`src/iasq_map.vh`:
```
// Register offsets, field positions, reset values and timing counts of the arm sequencer.
// Assumes byte addressing on a 32-bit Avalon-MM slave port.
`ifndef IASQ_MAP_VH
`define IASQ_MAP_VH

// ----------------------------------------------------------------------------
// Register byte offsets
// ----------------------------------------------------------------------------
`define IASQ_OFS_CTRL        5'h00
`define IASQ_OFS_START_TIME  5'h04
`define IASQ_OFS_START_COUNT 5'h08
`define IASQ_OFS_STOP_TIME   5'h0c
`define IASQ_OFS_STOP_COUNT  5'h10
`define IASQ_OFS_CMD         5'h14
`define IASQ_OFS_STATUS      5'h18

// ----------------------------------------------------------------------------
// Control register fields
// ----------------------------------------------------------------------------
`define IASQ_CTRL_FUNC       0
`define IASQ_CTRL_START_EXT  1
`define IASQ_CTRL_START_NEG  2
`define IASQ_CTRL_START_MODE 4:3
`define IASQ_CTRL_STOP_EXT   5
`define IASQ_CTRL_STOP_NEG   6
`define IASQ_CTRL_STOP_MODE  8:7
`define IASQ_CTRL_W          9
`define IASQ_CTRL_RST        9'h000

// Command and status bits
`define IASQ_CMD_GO          0
`define IASQ_CMD_ABORT       1
`define IASQ_STS_START_ARMED 0
`define IASQ_STS_STOP_ARMED  1
`define IASQ_STS_BUSY        2
`define IASQ_STS_CFG_ERR     3

// ----------------------------------------------------------------------------
// Inner delay modes
// ----------------------------------------------------------------------------
`define IASQ_MODE_NONE       2'h0
`define IASQ_MODE_TIME       2'h1
`define IASQ_MODE_EVENT      2'h2

// ----------------------------------------------------------------------------
// Value widths, limits and reset values
// ----------------------------------------------------------------------------
`define IASQ_VAL_W           27
`define IASQ_COUNT_MIN       27'h0000001
`define IASQ_COUNT_MAX       27'h5f5e0ff
`define IASQ_COUNT_RST       27'h0000001
`define IASQ_START_TIME_MAX  27'h098967f
`define IASQ_STOP_TIME_MAX   27'h5f5e100
`define IASQ_TIME_MIN        27'h0000001
`define IASQ_TIME_RST        27'h0000001

// ----------------------------------------------------------------------------
// Timing: one time step of 100 ns counted in 50 ns clock periods
// ----------------------------------------------------------------------------
`define IASQ_TICK_NS         100
`define IASQ_CLK_NS          50
`define IASQ_CYC_PER_TICK    ((`IASQ_TICK_NS + `IASQ_CLK_NS - 1) / `IASQ_CLK_NS)
`define IASQ_PRE_W           2

`endif

```
`src/iasq_sequencer.v`:
```
// Start and stop arm trees of the interval counter, with an Avalon-MM register port.
// Assumes asynchronous pins for arm and event inputs; meas_done comes from clk_sys logic.
//
// Overview of operation
// - Outer start layer: at once or external, reset at once
// - Start arm edge rising or falling, used when external
// - Start delay mode none, time or events, reset none
// - Start event count 1 to 99,999,999, reset 1
// - Start time 100 ns to 0.9999999 s, reset 100 ns
// - Outer stop layer: at once or external, reset at once
// - Stop arm edge rising or falling, used when external
// - Stop delay mode none, time or events, reset none
// - Stop event count 1 to 99,999,999, reset 1
// - Stop time 100 ns to 10 s, reset 100 ns
// - Inner delays ignored for pulse-type functions
// - Pulse-type functions armed by outer start only
// - Interval: start delay needs external start arm
`timescale 1ns/1ps
`default_nettype none
`include "iasq_map.vh"

module iasq_sequencer (
  // Clock and reset
  input  wire        clk_sys,
  input  wire        rst,
  // Avalon-MM slave
  input  wire [4:0]  avs_address,
  input  wire        avs_read,
  input  wire        avs_write,
  input  wire [31:0] avs_writedata,
  input  wire [3:0]  avs_byteenable,
  output wire [31:0] avs_readdata,
  output wire        avs_waitrequest,
  // Pins
  input  wire        ext_start_arm,
  input  wire        ext_stop_arm,
  input  wire        start_event_in,
  input  wire        stop_event_in,
  // Measurement core
  input  wire        meas_done,
  output wire        start_armed,
  output wire        stop_armed
);

  localparam [3:0] S_IDLE  = 4'h1;
  localparam [3:0] S_OUTER = 4'h2;
  localparam [3:0] S_DELAY = 4'h4;
  localparam [3:0] S_ARMED = 4'h8;

  // ----------------------------------------------------------------------------
  // Functions
  // ----------------------------------------------------------------------------
  function [31:0] be_merge;
    input [31:0] old;
    input [31:0] wd;
    input [3:0]  be;
    integer i;
    begin
      be_merge = old;
      for (i = 0; i < 4; i = i + 1) begin
        if (be[i]) begin
          be_merge[i*8 +: 8] = wd[i*8 +: 8];
        end
      end
    end
  endfunction

  function [`IASQ_VAL_W-1:0] clamp;
    input [31:0]             v;
    input [`IASQ_VAL_W-1:0]  hi;
    begin
      if (v < {5'h00, `IASQ_COUNT_MIN}) begin
        clamp = `IASQ_COUNT_MIN;
      end else if (v > {5'h00, hi}) begin
        clamp = hi;
      end else begin
        clamp = v[`IASQ_VAL_W-1:0];
      end
    end
  endfunction

  function arm_edge;
    input rise;
    input fall;
    input neg;
    begin
      arm_edge = neg ? fall : rise;
    end
  endfunction

  // ----------------------------------------------------------------------------
  // Pin synchronisers and edge detect
  // ----------------------------------------------------------------------------
  reg [3:0] sync1_q;
  reg [3:0] sync2_q;
  reg [3:0] sync3_q;
  reg [3:0] level_q;
  reg [3:0] level_d;
  reg [3:0] prev_q;
  integer   k;

  always @* begin
    level_d = level_q;
    for (k = 0; k < 4; k = k + 1) begin
      if (sync2_q[k] == sync3_q[k]) begin
        level_d[k] = sync3_q[k];
      end
    end
  end

  always @(posedge clk_sys or posedge rst) begin
    if (rst) begin
      sync1_q <= 4'h0;
      sync2_q <= 4'h0;
      sync3_q <= 4'h0;
      level_q <= 4'h0;
      prev_q  <= 4'h0;
    end else begin
      sync1_q <= {stop_event_in, start_event_in, ext_stop_arm, ext_start_arm};
      sync2_q <= sync1_q;
      sync3_q <= sync2_q;
      level_q <= level_d;
      prev_q  <= level_q;
    end
  end

  wire [3:0] rise = level_q & ~prev_q;
  wire [3:0] fall = ~level_q & prev_q;

  // ----------------------------------------------------------------------------
  // Register file
  // ----------------------------------------------------------------------------
  reg [`IASQ_CTRL_W-1:0] ctrl_q;
  reg [`IASQ_VAL_W-1:0]  start_time_q;
  reg [`IASQ_VAL_W-1:0]  start_count_q;
  reg [`IASQ_VAL_W-1:0]  stop_time_q;
  reg [`IASQ_VAL_W-1:0]  stop_count_q;
  reg                    ack_q;
  reg [31:0]             rdata_q;
  reg [31:0]             rdata_d;
  reg                    go_q;
  reg                    abort_q;
  reg [3:0]              st_q;
  reg [3:0]              sp_q;

  wire req   = avs_read | avs_write;
  wire wr_en = avs_write & ack_q;
  wire [31:0] wmerge_ctrl = be_merge({23'h000000, ctrl_q}, avs_writedata, avs_byteenable);

  wire pulse_func = ctrl_q[`IASQ_CTRL_FUNC];
  wire start_ext  = ctrl_q[`IASQ_CTRL_START_EXT];
  wire stop_ext   = ctrl_q[`IASQ_CTRL_STOP_EXT];
  wire [1:0] start_mode_raw = ctrl_q[`IASQ_CTRL_START_MODE];
  wire [1:0] stop_mode_raw  = ctrl_q[`IASQ_CTRL_STOP_MODE];

  // Disallowed interval combinations flag an error and fall back to the legal subset
  wire cfg_err = ~pulse_func & ~start_ext &
                 ((start_mode_raw != `IASQ_MODE_NONE) | stop_ext);
  wire [1:0] start_mode = (pulse_func | ~start_ext) ? `IASQ_MODE_NONE
                                                   : start_mode_raw;
  wire [1:0] stop_mode  = pulse_func ? `IASQ_MODE_NONE : stop_mode_raw;
  wire stop_ext_eff     = stop_ext & start_ext & ~pulse_func;

  wire busy = ~st_q[0] | ~sp_q[0];

  always @* begin
    case (avs_address)
      `IASQ_OFS_CTRL:        rdata_d = {23'h000000, ctrl_q};
      `IASQ_OFS_START_TIME:  rdata_d = {5'h00, start_time_q};
      `IASQ_OFS_START_COUNT: rdata_d = {5'h00, start_count_q};
      `IASQ_OFS_STOP_TIME:   rdata_d = {5'h00, stop_time_q};
      `IASQ_OFS_STOP_COUNT:  rdata_d = {5'h00, stop_count_q};
      `IASQ_OFS_STATUS:      rdata_d = {28'h0000000, cfg_err, busy, sp_q[3], st_q[3]};
      default:               rdata_d = 32'h00000000;
    endcase
  end

  // One wait cycle per access; the request completes on the second edge
  always @(posedge clk_sys or posedge rst) begin
    if (rst) begin
      ack_q         <= 1'b0;
      rdata_q       <= 32'h00000000;
      ctrl_q        <= `IASQ_CTRL_RST;
      start_time_q  <= `IASQ_TIME_RST;
      start_count_q <= `IASQ_COUNT_RST;
      stop_time_q   <= `IASQ_TIME_RST;
      stop_count_q  <= `IASQ_COUNT_RST;
      go_q          <= 1'b0;
      abort_q       <= 1'b0;
    end else begin
      ack_q   <= req & ~ack_q;
      go_q    <= 1'b0;
      abort_q <= 1'b0;
      if (avs_read & ~ack_q) begin
        rdata_q <= rdata_d;
      end
      if (wr_en) begin
        case (avs_address)
          `IASQ_OFS_CTRL:
            ctrl_q <= wmerge_ctrl[`IASQ_CTRL_W-1:0];
          `IASQ_OFS_START_TIME:
            start_time_q <= clamp(be_merge({5'h00, start_time_q}, avs_writedata,
                                  avs_byteenable), `IASQ_START_TIME_MAX);
          `IASQ_OFS_START_COUNT:
            start_count_q <= clamp(be_merge({5'h00, start_count_q}, avs_writedata,
                                   avs_byteenable), `IASQ_COUNT_MAX);
          `IASQ_OFS_STOP_TIME:
            stop_time_q <= clamp(be_merge({5'h00, stop_time_q}, avs_writedata,
                                 avs_byteenable), `IASQ_STOP_TIME_MAX);
          `IASQ_OFS_STOP_COUNT:
            stop_count_q <= clamp(be_merge({5'h00, stop_count_q}, avs_writedata,
                                  avs_byteenable), `IASQ_COUNT_MAX);
          `IASQ_OFS_CMD: begin
            go_q    <= avs_byteenable[0] & avs_writedata[`IASQ_CMD_GO];
            abort_q <= avs_byteenable[0] & avs_writedata[`IASQ_CMD_ABORT];
          end
          default: ;
        endcase
      end
    end
  end

  assign avs_waitrequest = req & ~ack_q;
  assign avs_readdata    = rdata_q;

  // ----------------------------------------------------------------------------
  // Start arm tree
  // ----------------------------------------------------------------------------
  wire cancel      = abort_q | meas_done;
  wire start_edge  = arm_edge(rise[0], fall[0], ctrl_q[`IASQ_CTRL_START_NEG]);
  wire start_outer = ~start_ext | start_edge;
  wire start_dly_go;
  wire start_dly_done;

  assign start_dly_go = ((st_q == S_IDLE) & go_q & ~start_ext) |
                        ((st_q == S_OUTER) & start_outer);

  always @(posedge clk_sys or posedge rst) begin
    if (rst) begin
      st_q <= S_IDLE;
    end else if (cancel) begin
      st_q <= S_IDLE;
    end else begin
      case (st_q)
        S_IDLE:  if (go_q) begin
          st_q <= start_ext ? S_OUTER : S_DELAY;
        end
        S_OUTER: if (start_outer) begin
          st_q <= S_DELAY;
        end
        S_DELAY: if (start_dly_done) begin
          st_q <= S_ARMED;
        end
        S_ARMED: st_q <= S_ARMED;
        default: st_q <= S_IDLE;
      endcase
    end
  end

  iasq_delay u_start_delay (
    .clk_sys     (clk_sys),
    .rst         (rst),
    .begin_pulse (start_dly_go),
    .cancel      (cancel),
    .mode        (start_mode),
    .time_ticks  (start_time_q),
    .event_total (start_count_q),
    .event_pulse (rise[2]),
    .done_pulse  (start_dly_done)
  );

  // ----------------------------------------------------------------------------
  // Stop arm tree, started once the start edge is armed
  // ----------------------------------------------------------------------------
  wire stop_edge  = arm_edge(rise[1], fall[1], ctrl_q[`IASQ_CTRL_STOP_NEG]);
  wire stop_outer = ~stop_ext_eff | stop_edge;
  wire stop_trig  = (sp_q == S_IDLE) & (st_q == S_DELAY) & start_dly_done;
  wire stop_dly_go;
  wire stop_dly_done;

  assign stop_dly_go = (stop_trig & ~stop_ext_eff) |
                       ((sp_q == S_OUTER) & stop_outer);

  always @(posedge clk_sys or posedge rst) begin
    if (rst) begin
      sp_q <= S_IDLE;
    end else if (cancel) begin
      sp_q <= S_IDLE;
    end else begin
      case (sp_q)
        S_IDLE:  if (stop_trig) begin
          sp_q <= stop_ext_eff ? S_OUTER : S_DELAY;
        end
        S_OUTER: if (stop_outer) begin
          sp_q <= S_DELAY;
        end
        S_DELAY: if (stop_dly_done) begin
          sp_q <= S_ARMED;
        end
        S_ARMED: sp_q <= S_ARMED;
        default: sp_q <= S_IDLE;
      endcase
    end
  end

  iasq_delay u_stop_delay (
    .clk_sys     (clk_sys),
    .rst         (rst),
    .begin_pulse (stop_dly_go),
    .cancel      (cancel),
    .mode        (stop_mode),
    .time_ticks  (stop_time_q),
    .event_total (stop_count_q),
    .event_pulse (rise[3]),
    .done_pulse  (stop_dly_done)
  );

  assign start_armed = st_q[3];
  assign stop_armed  = sp_q[3];

endmodule
`default_nettype wire

```
`src/iasq_delay.v`:
```
// Inner delay layer of one arm tree: none, a time in 100 ns steps, or a count of events.
// Assumes event_pulse is a single-cycle pulse already synchronised to clk_sys.
`timescale 1ns/1ps
`default_nettype none
`include "iasq_map.vh"

module iasq_delay (
  // Clock and reset
  input  wire                   clk_sys,
  input  wire                   rst,
  // Control
  input  wire                   begin_pulse,
  input  wire                   cancel,
  input  wire [1:0]             mode,
  input  wire [`IASQ_VAL_W-1:0] time_ticks,
  input  wire [`IASQ_VAL_W-1:0] event_total,
  input  wire                   event_pulse,
  // Result
  output wire                   done_pulse
);

  localparam integer           PRE_LAST_I = `IASQ_CYC_PER_TICK - 1;
  localparam [`IASQ_PRE_W-1:0] PRE_LAST   = PRE_LAST_I[`IASQ_PRE_W-1:0];

  reg                   run_q;
  reg [`IASQ_VAL_W-1:0] left_q;
  reg [`IASQ_PRE_W-1:0] pre_q;
  reg                   done_q;
  reg                   is_time_q;

  wire tick = is_time_q ? (pre_q == PRE_LAST) : event_pulse;

  // ----------------------------------------------------------------------------
  // Down counter of ticks or events
  // ----------------------------------------------------------------------------
  always @(posedge clk_sys or posedge rst) begin
    if (rst) begin
      run_q     <= 1'b0;
      left_q    <= {`IASQ_VAL_W{1'b0}};
      pre_q     <= {`IASQ_PRE_W{1'b0}};
      done_q    <= 1'b0;
      is_time_q <= 1'b0;
    end else begin
      done_q <= 1'b0;
      if (cancel) begin
        run_q <= 1'b0;
      end else if (begin_pulse) begin
        pre_q <= {`IASQ_PRE_W{1'b0}};
        if (mode == `IASQ_MODE_TIME) begin
          run_q     <= 1'b1;
          is_time_q <= 1'b1;
          left_q    <= time_ticks;
        end else if (mode == `IASQ_MODE_EVENT) begin
          run_q     <= 1'b1;
          is_time_q <= 1'b0;
          left_q    <= event_total;
        end else begin
          done_q <= 1'b1;
        end
      end else if (run_q) begin
        pre_q <= (pre_q == PRE_LAST) ? {`IASQ_PRE_W{1'b0}} : pre_q + 1'b1;
        if (tick) begin
          left_q <= left_q - 1'b1;
          if (left_q == `IASQ_COUNT_MIN) begin
            run_q  <= 1'b0;
            done_q <= 1'b1;
          end
        end
      end
    end
  end

  assign done_pulse = done_q;

endmodule
`default_nettype wire

```
`config.mk`:
```
export PLATFORM = sky130hd
export DESIGN_NAME = iasq_sequencer
export DESIGN_NICKNAME = d
export VERILOG_FILES = /design/src/iasq_sequencer.v /design/src/iasq_delay.v
export VERILOG_INCLUDE_DIRS = /design/src
export SDC_FILE = /design/constraint.sdc
export NUM_CORES = 1
export LEC_CHECK = 0
export BUFFER_PORTS_ARGS = -buffer_cell sky130_fd_sc_hd__buf_2
export CELL_PAD_IN_SITES_DETAIL_PLACEMENT = 2
export CELL_PAD_IN_SITES_GLOBAL_PLACEMENT = 2
export CORE_MARGIN = 4
export CORE_UTILIZATION = 35
export DETAILED_ROUTE_END_ITERATION = 6
export PLACE_DENSITY = 0.83
export SETUP_SLACK_MARGIN = 0.2
export SLEW_MARGIN = 20
export SYNTH_ARGS = -nofsm -noshare
export SYNTH_HDL_FRONTEND = slang
export SYNTH_SLANG_ARGS = --single-unit
export TNS_END_PERCENT = 20
```
`constraint.sdc`:
```
create_clock -name clk_sys -period 7.2 [get_ports clk_sys]
set_input_delay 0.72 -clock clk_sys [delete_from_list [all_inputs] [get_ports clk_sys]]
set_output_delay 0.72 -clock clk_sys [all_outputs]
set_load 0.05 [all_outputs]
```
# Word level (Yosys, flattened, before mapping)

Index checks and enable logic that the tools add are counted.
Widths: inputs -> output; s select.

Input port bits: 50
Flip-flop bits (word level): 244
Bits in writable memories: 0
Bits in latches: 0
Memories kept: 0
Memory bits (read-only): 0
Word-level logic and storage cells: 263
Output and inout bits: 35

Reduce and logical (&&, ||, !) cells: 22
Shift-type cells: 0
Multiplexer cells: 127
Divide/modulo/power cells: 0
$add $sub $neg: 4
$lt $le $gt $ge: 8
Equal/unequal tests: 36
Bitwise gates (word level): 36
$mul: 0

Operator list:

| cell                  | count |
|---|---|
| $mux 27               | 18 |
| $mux 8                | 48 |
| $pmux 27 s6           | 1 |
| $lt 32x1->1 const B   | 4 |
| $gt 32x27->1 const B  | 3 |
| $eq 27x1->1 const B   | 2 |
| $sub 27x1->27 const B | 2 |
| $mux 1                | 40 |
| $gt 32x24->1 const B  | 1 |
| $mux 4                | 8 |
| $pmux 4 s4            | 2 |
| $reduce_and 3->1      | 6 |
| $and 1x1->1           | 16 |
| $mux 2                | 8 |
| $eq 5x5->1 const B    | 3 |
| $reduce_bool 2->1     | 7 |
| $ne 3x3->1 const B    | 4 |
| $reduce_and 2->1      | 6 |
| $eq 5x4->1 const B    | 2 |
| $or 1x1->1            | 9 |
| $eq 2x1->1 const B    | 4 |
| $eq 4x1->1 const B    | 2 |
| $eq 4x2->1 const B    | 2 |
| $eq 4x3->1 const B    | 2 |
| other kinds (16)      | 33 |

# Longest topological paths before layout

Word-level depth: 8
Depth in mapped cells: 11
Mapped depth without buffers: 9

# Modules after synthesis

From an unflattened synthesis, not the netlist that was laid out.

Cells, all modules: 1,569
Area, all modules: 14,491.4 µm²

By module, submodules not included:

| module         | seq. area each (µm²) | area an instance (µm²) | times used | cells an instance |
|---|---|---|---|---|
| iasq_sequencer | 4,386.7              | 9,729.3                | 1          | 1,009 |
| iasq_delay     | 800.8                | 2,381.0                | 2          | 280 |

# Least setup slack after synthesis

OpenSTA, ideal clock, no wires.

Kind: input -> register
Start: input avs_writedata[31]
End: register stop_time_q[26]
Library setup time: 121 ps
Arrival time: 2,647 ps
Cell stages on the path: 9
Path buffers: 3
Path slack: 4,432 ps
Data required time: 7,079 ps
Cell sequence: or4_1 > clkbuf_1 > o21a_1 > a221oi_1 > a22o_1 > buf_2 > clkbuf_1 > nand2_1 > a22o_1

Longest elaborated chain between the ends: 6
Elaborated cells on any way between the ends: 7
Classes of those cells: order compare (2); mux (5)

Ends and longest elaborated chain:

| element                | line                 | source |
|---|---|---|
| start: declaration     | iasq_sequencer.v:30  | `input wire [31:0] avs_writedata,` |
| $mux 8 (*)             | iasq_sequencer.v:61  | `if (be[i]) begin` |
| $mux 8 (*)             | iasq_sequencer.v:198 | `case (avs_address)` |
| $mux 8 (*)             | iasq_sequencer.v:197 | `if (wr_en) begin` |
| $gt 32x27->1           | iasq_sequencer.v:74  | `end else if (v > {5'h00, hi}) begin` |
| $mux 27                | iasq_sequencer.v:74  |  |
| $mux 27 (*)            | iasq_sequencer.v:72  | `` if (v < {5'h00, `IASQ_COUNT_MIN}) begin `` |
| end signal: assignment | iasq_sequencer.v:186 | `` stop_time_q <= `IASQ_TIME_RST; `` |
| end signal: assignment | iasq_sequencer.v:208 | `stop_time_q <= clamp(be_merge({5'h00, stop_time_q}, avs_writedata,` |
| end: declaration       | iasq_sequencer.v:136 | `` reg [`IASQ_VAL_W-1:0] stop_time_q; `` |

Every way passes the cells marked *; elsewhere a longest branch is shown, timed or not. The select of a mux whose other input is x is not followed.
A chain may end at the register's enable or synchronous reset.

# Final worst setup path

Start: input avs_byteenable[2]
End: register start_time_q[14]

Longest elaborated chain between the ends: 6
Elaborated cells on any way between the ends: 7
Classes of those cells: order compare (2); mux (5)

Ends and longest elaborated chain:

| element                | line                 | source |
|---|---|---|
| start: declaration     | iasq_sequencer.v:31  | `input wire [3:0] avs_byteenable,` |
| $mux 8 (*)             | iasq_sequencer.v:61  |  |
| $mux 8 (*)             | iasq_sequencer.v:198 |  |
| $mux 8 (*)             | iasq_sequencer.v:197 |  |
| $gt 32x24->1           | iasq_sequencer.v:74  |  |
| $mux 27                | iasq_sequencer.v:74  |  |
| $mux 27 (*)            | iasq_sequencer.v:72  |  |
| end signal: assignment | iasq_sequencer.v:184 | `` start_time_q <= `IASQ_TIME_RST; `` |
| end signal: assignment | iasq_sequencer.v:202 | `start_time_q <= clamp(be_merge({5'h00, start_time_q}, avs_writedata,` |
| end: declaration       | iasq_sequencer.v:134 | `` reg [`IASQ_VAL_W-1:0] start_time_q; `` |

Marked as above.

==> reports/metrics.yaml <==
setup_path:
  cp_max_fo: 49
  cp.buffers_inverters: 1
  slowest_delay_ps: 730
  start_kind: "input port"
  critPathTopFamily: "compound AO/OA/AOI/OAI gates"
  end_kind: "flop"
  path_class: "input port to flop"
  crit_chain: "buf_2 -> or4b_1 -> a222oi_1 -> nand3_1 -> o21a_1 -> a21boi_2 -> o31ai_1"
  required_ps: 7620
  arrival_ps: 3990
  critPathSlowestCell: "a222oi_1"
layout:
  fin_nets: 1635
  fillCellCount: 4352
  drive_above_1_share: 0.1364
  utilization: 0.4001
  stdcell_area_um2: 15970
  instances_no_fill: 2124
  mostFrequentLayoutCells: "233 x dfrtp_1, 133 x nand2_1, 112 x o21ai_0"
  final_common_cell: "dfrtp_1"
  area_growth_syn_to_layout_pct: 12.52
sta:
  timing.final.crit_share: 0.4956
  hold_viol: 0
  setup_viol: 0
  skew_ps: 17.34
  timing.fmax_mhz: 280.3
  fin_setup_tns_ps: 0
  period_minus_slack_ps: 3568
  slew_headroom: 0.3113
  hold_slack_ps: 253.0
  setup_ws_ps: 3632
  slew_violations: 0
  worst-slew-pin-transition_ps: 1027
  rsz0062_at_grt: "no"
route:
  met3_length_um: 4043
  wl_met2_um: 28580
  viasPerCell: 6.609
  wl_um: 61060
  dr.pass1.iters: 6
  wire_per_inst_um: 28.75
  route.detailed.drc: 0
  vias: 14037
  highest_layer: "met5"
  drt_iter0_drc: 1218
  wl_met1_um: 25550
  antenna_left: 0
placement:
  dpl_worst_slack_ps: 3160
  placed_cell_area_um2: 15010
  portBuffers: 79
  placedCellCount: 2070
  gp_congestion: 0.9687
  hpwlAfterDp_um: 43630
global_routing:
  antenna_found_initial: 1
  grt_util_all_layers: 0.2697
  grt_max_degree: 64
  grt_pass1_vias: 15272
  grt_overflow: 0
  grt_pass1_wl_um: 93940
run_status:
  status: "completed"
power:
  leakage_nw: 6.504
  powerDensity_nw_per_um2: 271.3
  fin_total_pwr_mw: 4.332
  ir_drop_uv: 148.1
floorplan:
  dieArea_um2: 43840
  die_x_um: 209.4
  die_h_um: 209.4
  core_um2: 39910
  ios: 85
  initial_core_util: 0.3556
  num_rows: 73
clock_network:
  clock_path_buffers: 3
  htree_levels: 1
  clkTransAtPathRegs_ps: 60
  cts_resized: 0
  cts_buffers: 29
  clock-root-buffer: "clkbuf_16"
  cts-hold-fix-buffers: 0
  cts_setup_buffers: 0
  cts_tree: "built"
  cts.sinks: 239
  clkLatencyLatePin_ps: 580
min_path:
  hold_path_class: "input port to async pin"
run:
  max-cap-violations: 0
yosys:
  synth_async_sr_flop_share: 1.000
  synthFlopType: "dfrtp_1"
  syn_area_per_cell_um2: 9.139
  synth.distinct_cells: 82
  syn_area_um2: 14190
  yosysSeqAreaShare: 0.4219
  syn_inst: 1553
  synth-edff-count: 0
  synth_warnings: 0
  synth_seq_cells: 239
## power breakdown
group          internal (mW)  total, mW  leakage, nW  switching, mW
combinational          0.389       1.07         2.96          0.677
clock                  0.865       1.48        0.469          0.615
sequential              1.52       1.79         3.08          0.268
total                   2.77       4.33         6.50           1.56
## kinds of logic (layout without fill, tap and decap cells)
family                   after synthesis  after routing  synth area share
AND/OR/NAND/NOR                      534            534            0.1973
AO/OA/AOI/OAI                        527            527            0.2692
flip-flops                           239            239            0.4219
buffers and inverters                164            205           0.04655
multiplexers                          73             73           0.05307
adder cells (fa/ha/maj)               12             12          0.009874
XOR/XNOR                               3              3          0.001852
other                                  1              6         0.0002642
## cell type report
cell class	count	area, um^2	area share
multi-input cells	1154	7592	0.4754
repair buffers	108	613.1	0.03839
diodes	1	2.502	0.0001567
clock buffers	45	875.8	0.05485
well taps	525	656.9	0.04113
flip-flops and latches	239	5988	0.3750
clock inverters	7	67.56	0.004231
inverters	45	172.7	0.01081
## worst paths after layout
check | start | endpoint | slack [ps] | cells past startpoint
hold reg to reg | sync1_q[3] | sync2_q[3] | 350 | 0
hold / removal | rst | sync1_q[0] | 250 | 2
setup / recovery | avs_byteenable[2] | start_time_q[14] | 3630 | 7
max in group asynchronous | rst | ctrl_q[5] | 5180 | 4
setup reg to reg | ctrl_q[0] | u_stop_delay.left_q[7] | 3760 | 7
min in group clk_sys | stop_event_in | sync1_q[3] | 250 | 1
## worst reg2reg max path: cells and delay by family, from the launching register on
family / cells / cell delay (ps)
compound gates: 2 / 600
buf+inv: 1 / 270
flops: 1 / 510
simple gates: 4 / 1950
## state kept, by name (all words and copies together), names as in the netlist, 4 cells and up
name / cells
level_q: 4
start_time_q: 27
stop_time_q: 27
sp_q: 4
sync1_q: 4
u_start_delay.left_q: 27
ctrl_q: 9
avs_readdata: 27
stop_count_q: 27
sync3_q: 4
start_count_q: 27
sync2_q: 4
st_q: 4
prev_q: 4
u_stop_delay.left_q: 27
## synthesized netlist by cell type, types with 14 or more instances
library cell    n  area [um^2]
a22o_1         42        367.9
a2bb2oi_1      28        245.2
a221oi_1       30        262.8
mux2i_1        55        550.5
nor2_1         90        337.8
o32a_1         17        170.2
mux2_2         18        202.7
nor2b_1        18        112.6
a22oi_1        18        135.1
nor4_1         27        168.9
nand2b_1       17        106.4
buf_2          15        75.07
o2111ai_1      23        201.4
clkbuf_1       89        334.1
dfrtp_1       233         5831
nand3_1        41        205.2
a31oi_1        19        118.9
o22ai_1        32        200.2
o31ai_1        16        120.1
and2_1         25        156.4
nand2_1       133        499.2
nand4_1        14        87.58
o21ai_0       114        570.6
inv_1          45        168.9
nor3_1         58        290.3
or3_1          30        187.7
a21oi_1        59        295.3
## routing by layer
layer / global-route usage / vias up
met5: 0 / -
met4: 0.1076 / 2
li1: - / 6014
met2: 0.4401 / 543
met1: 0.3536 / 7300
met3: 0.05277 / 178
No activity file was read; power rests on OpenSTA's default activity.
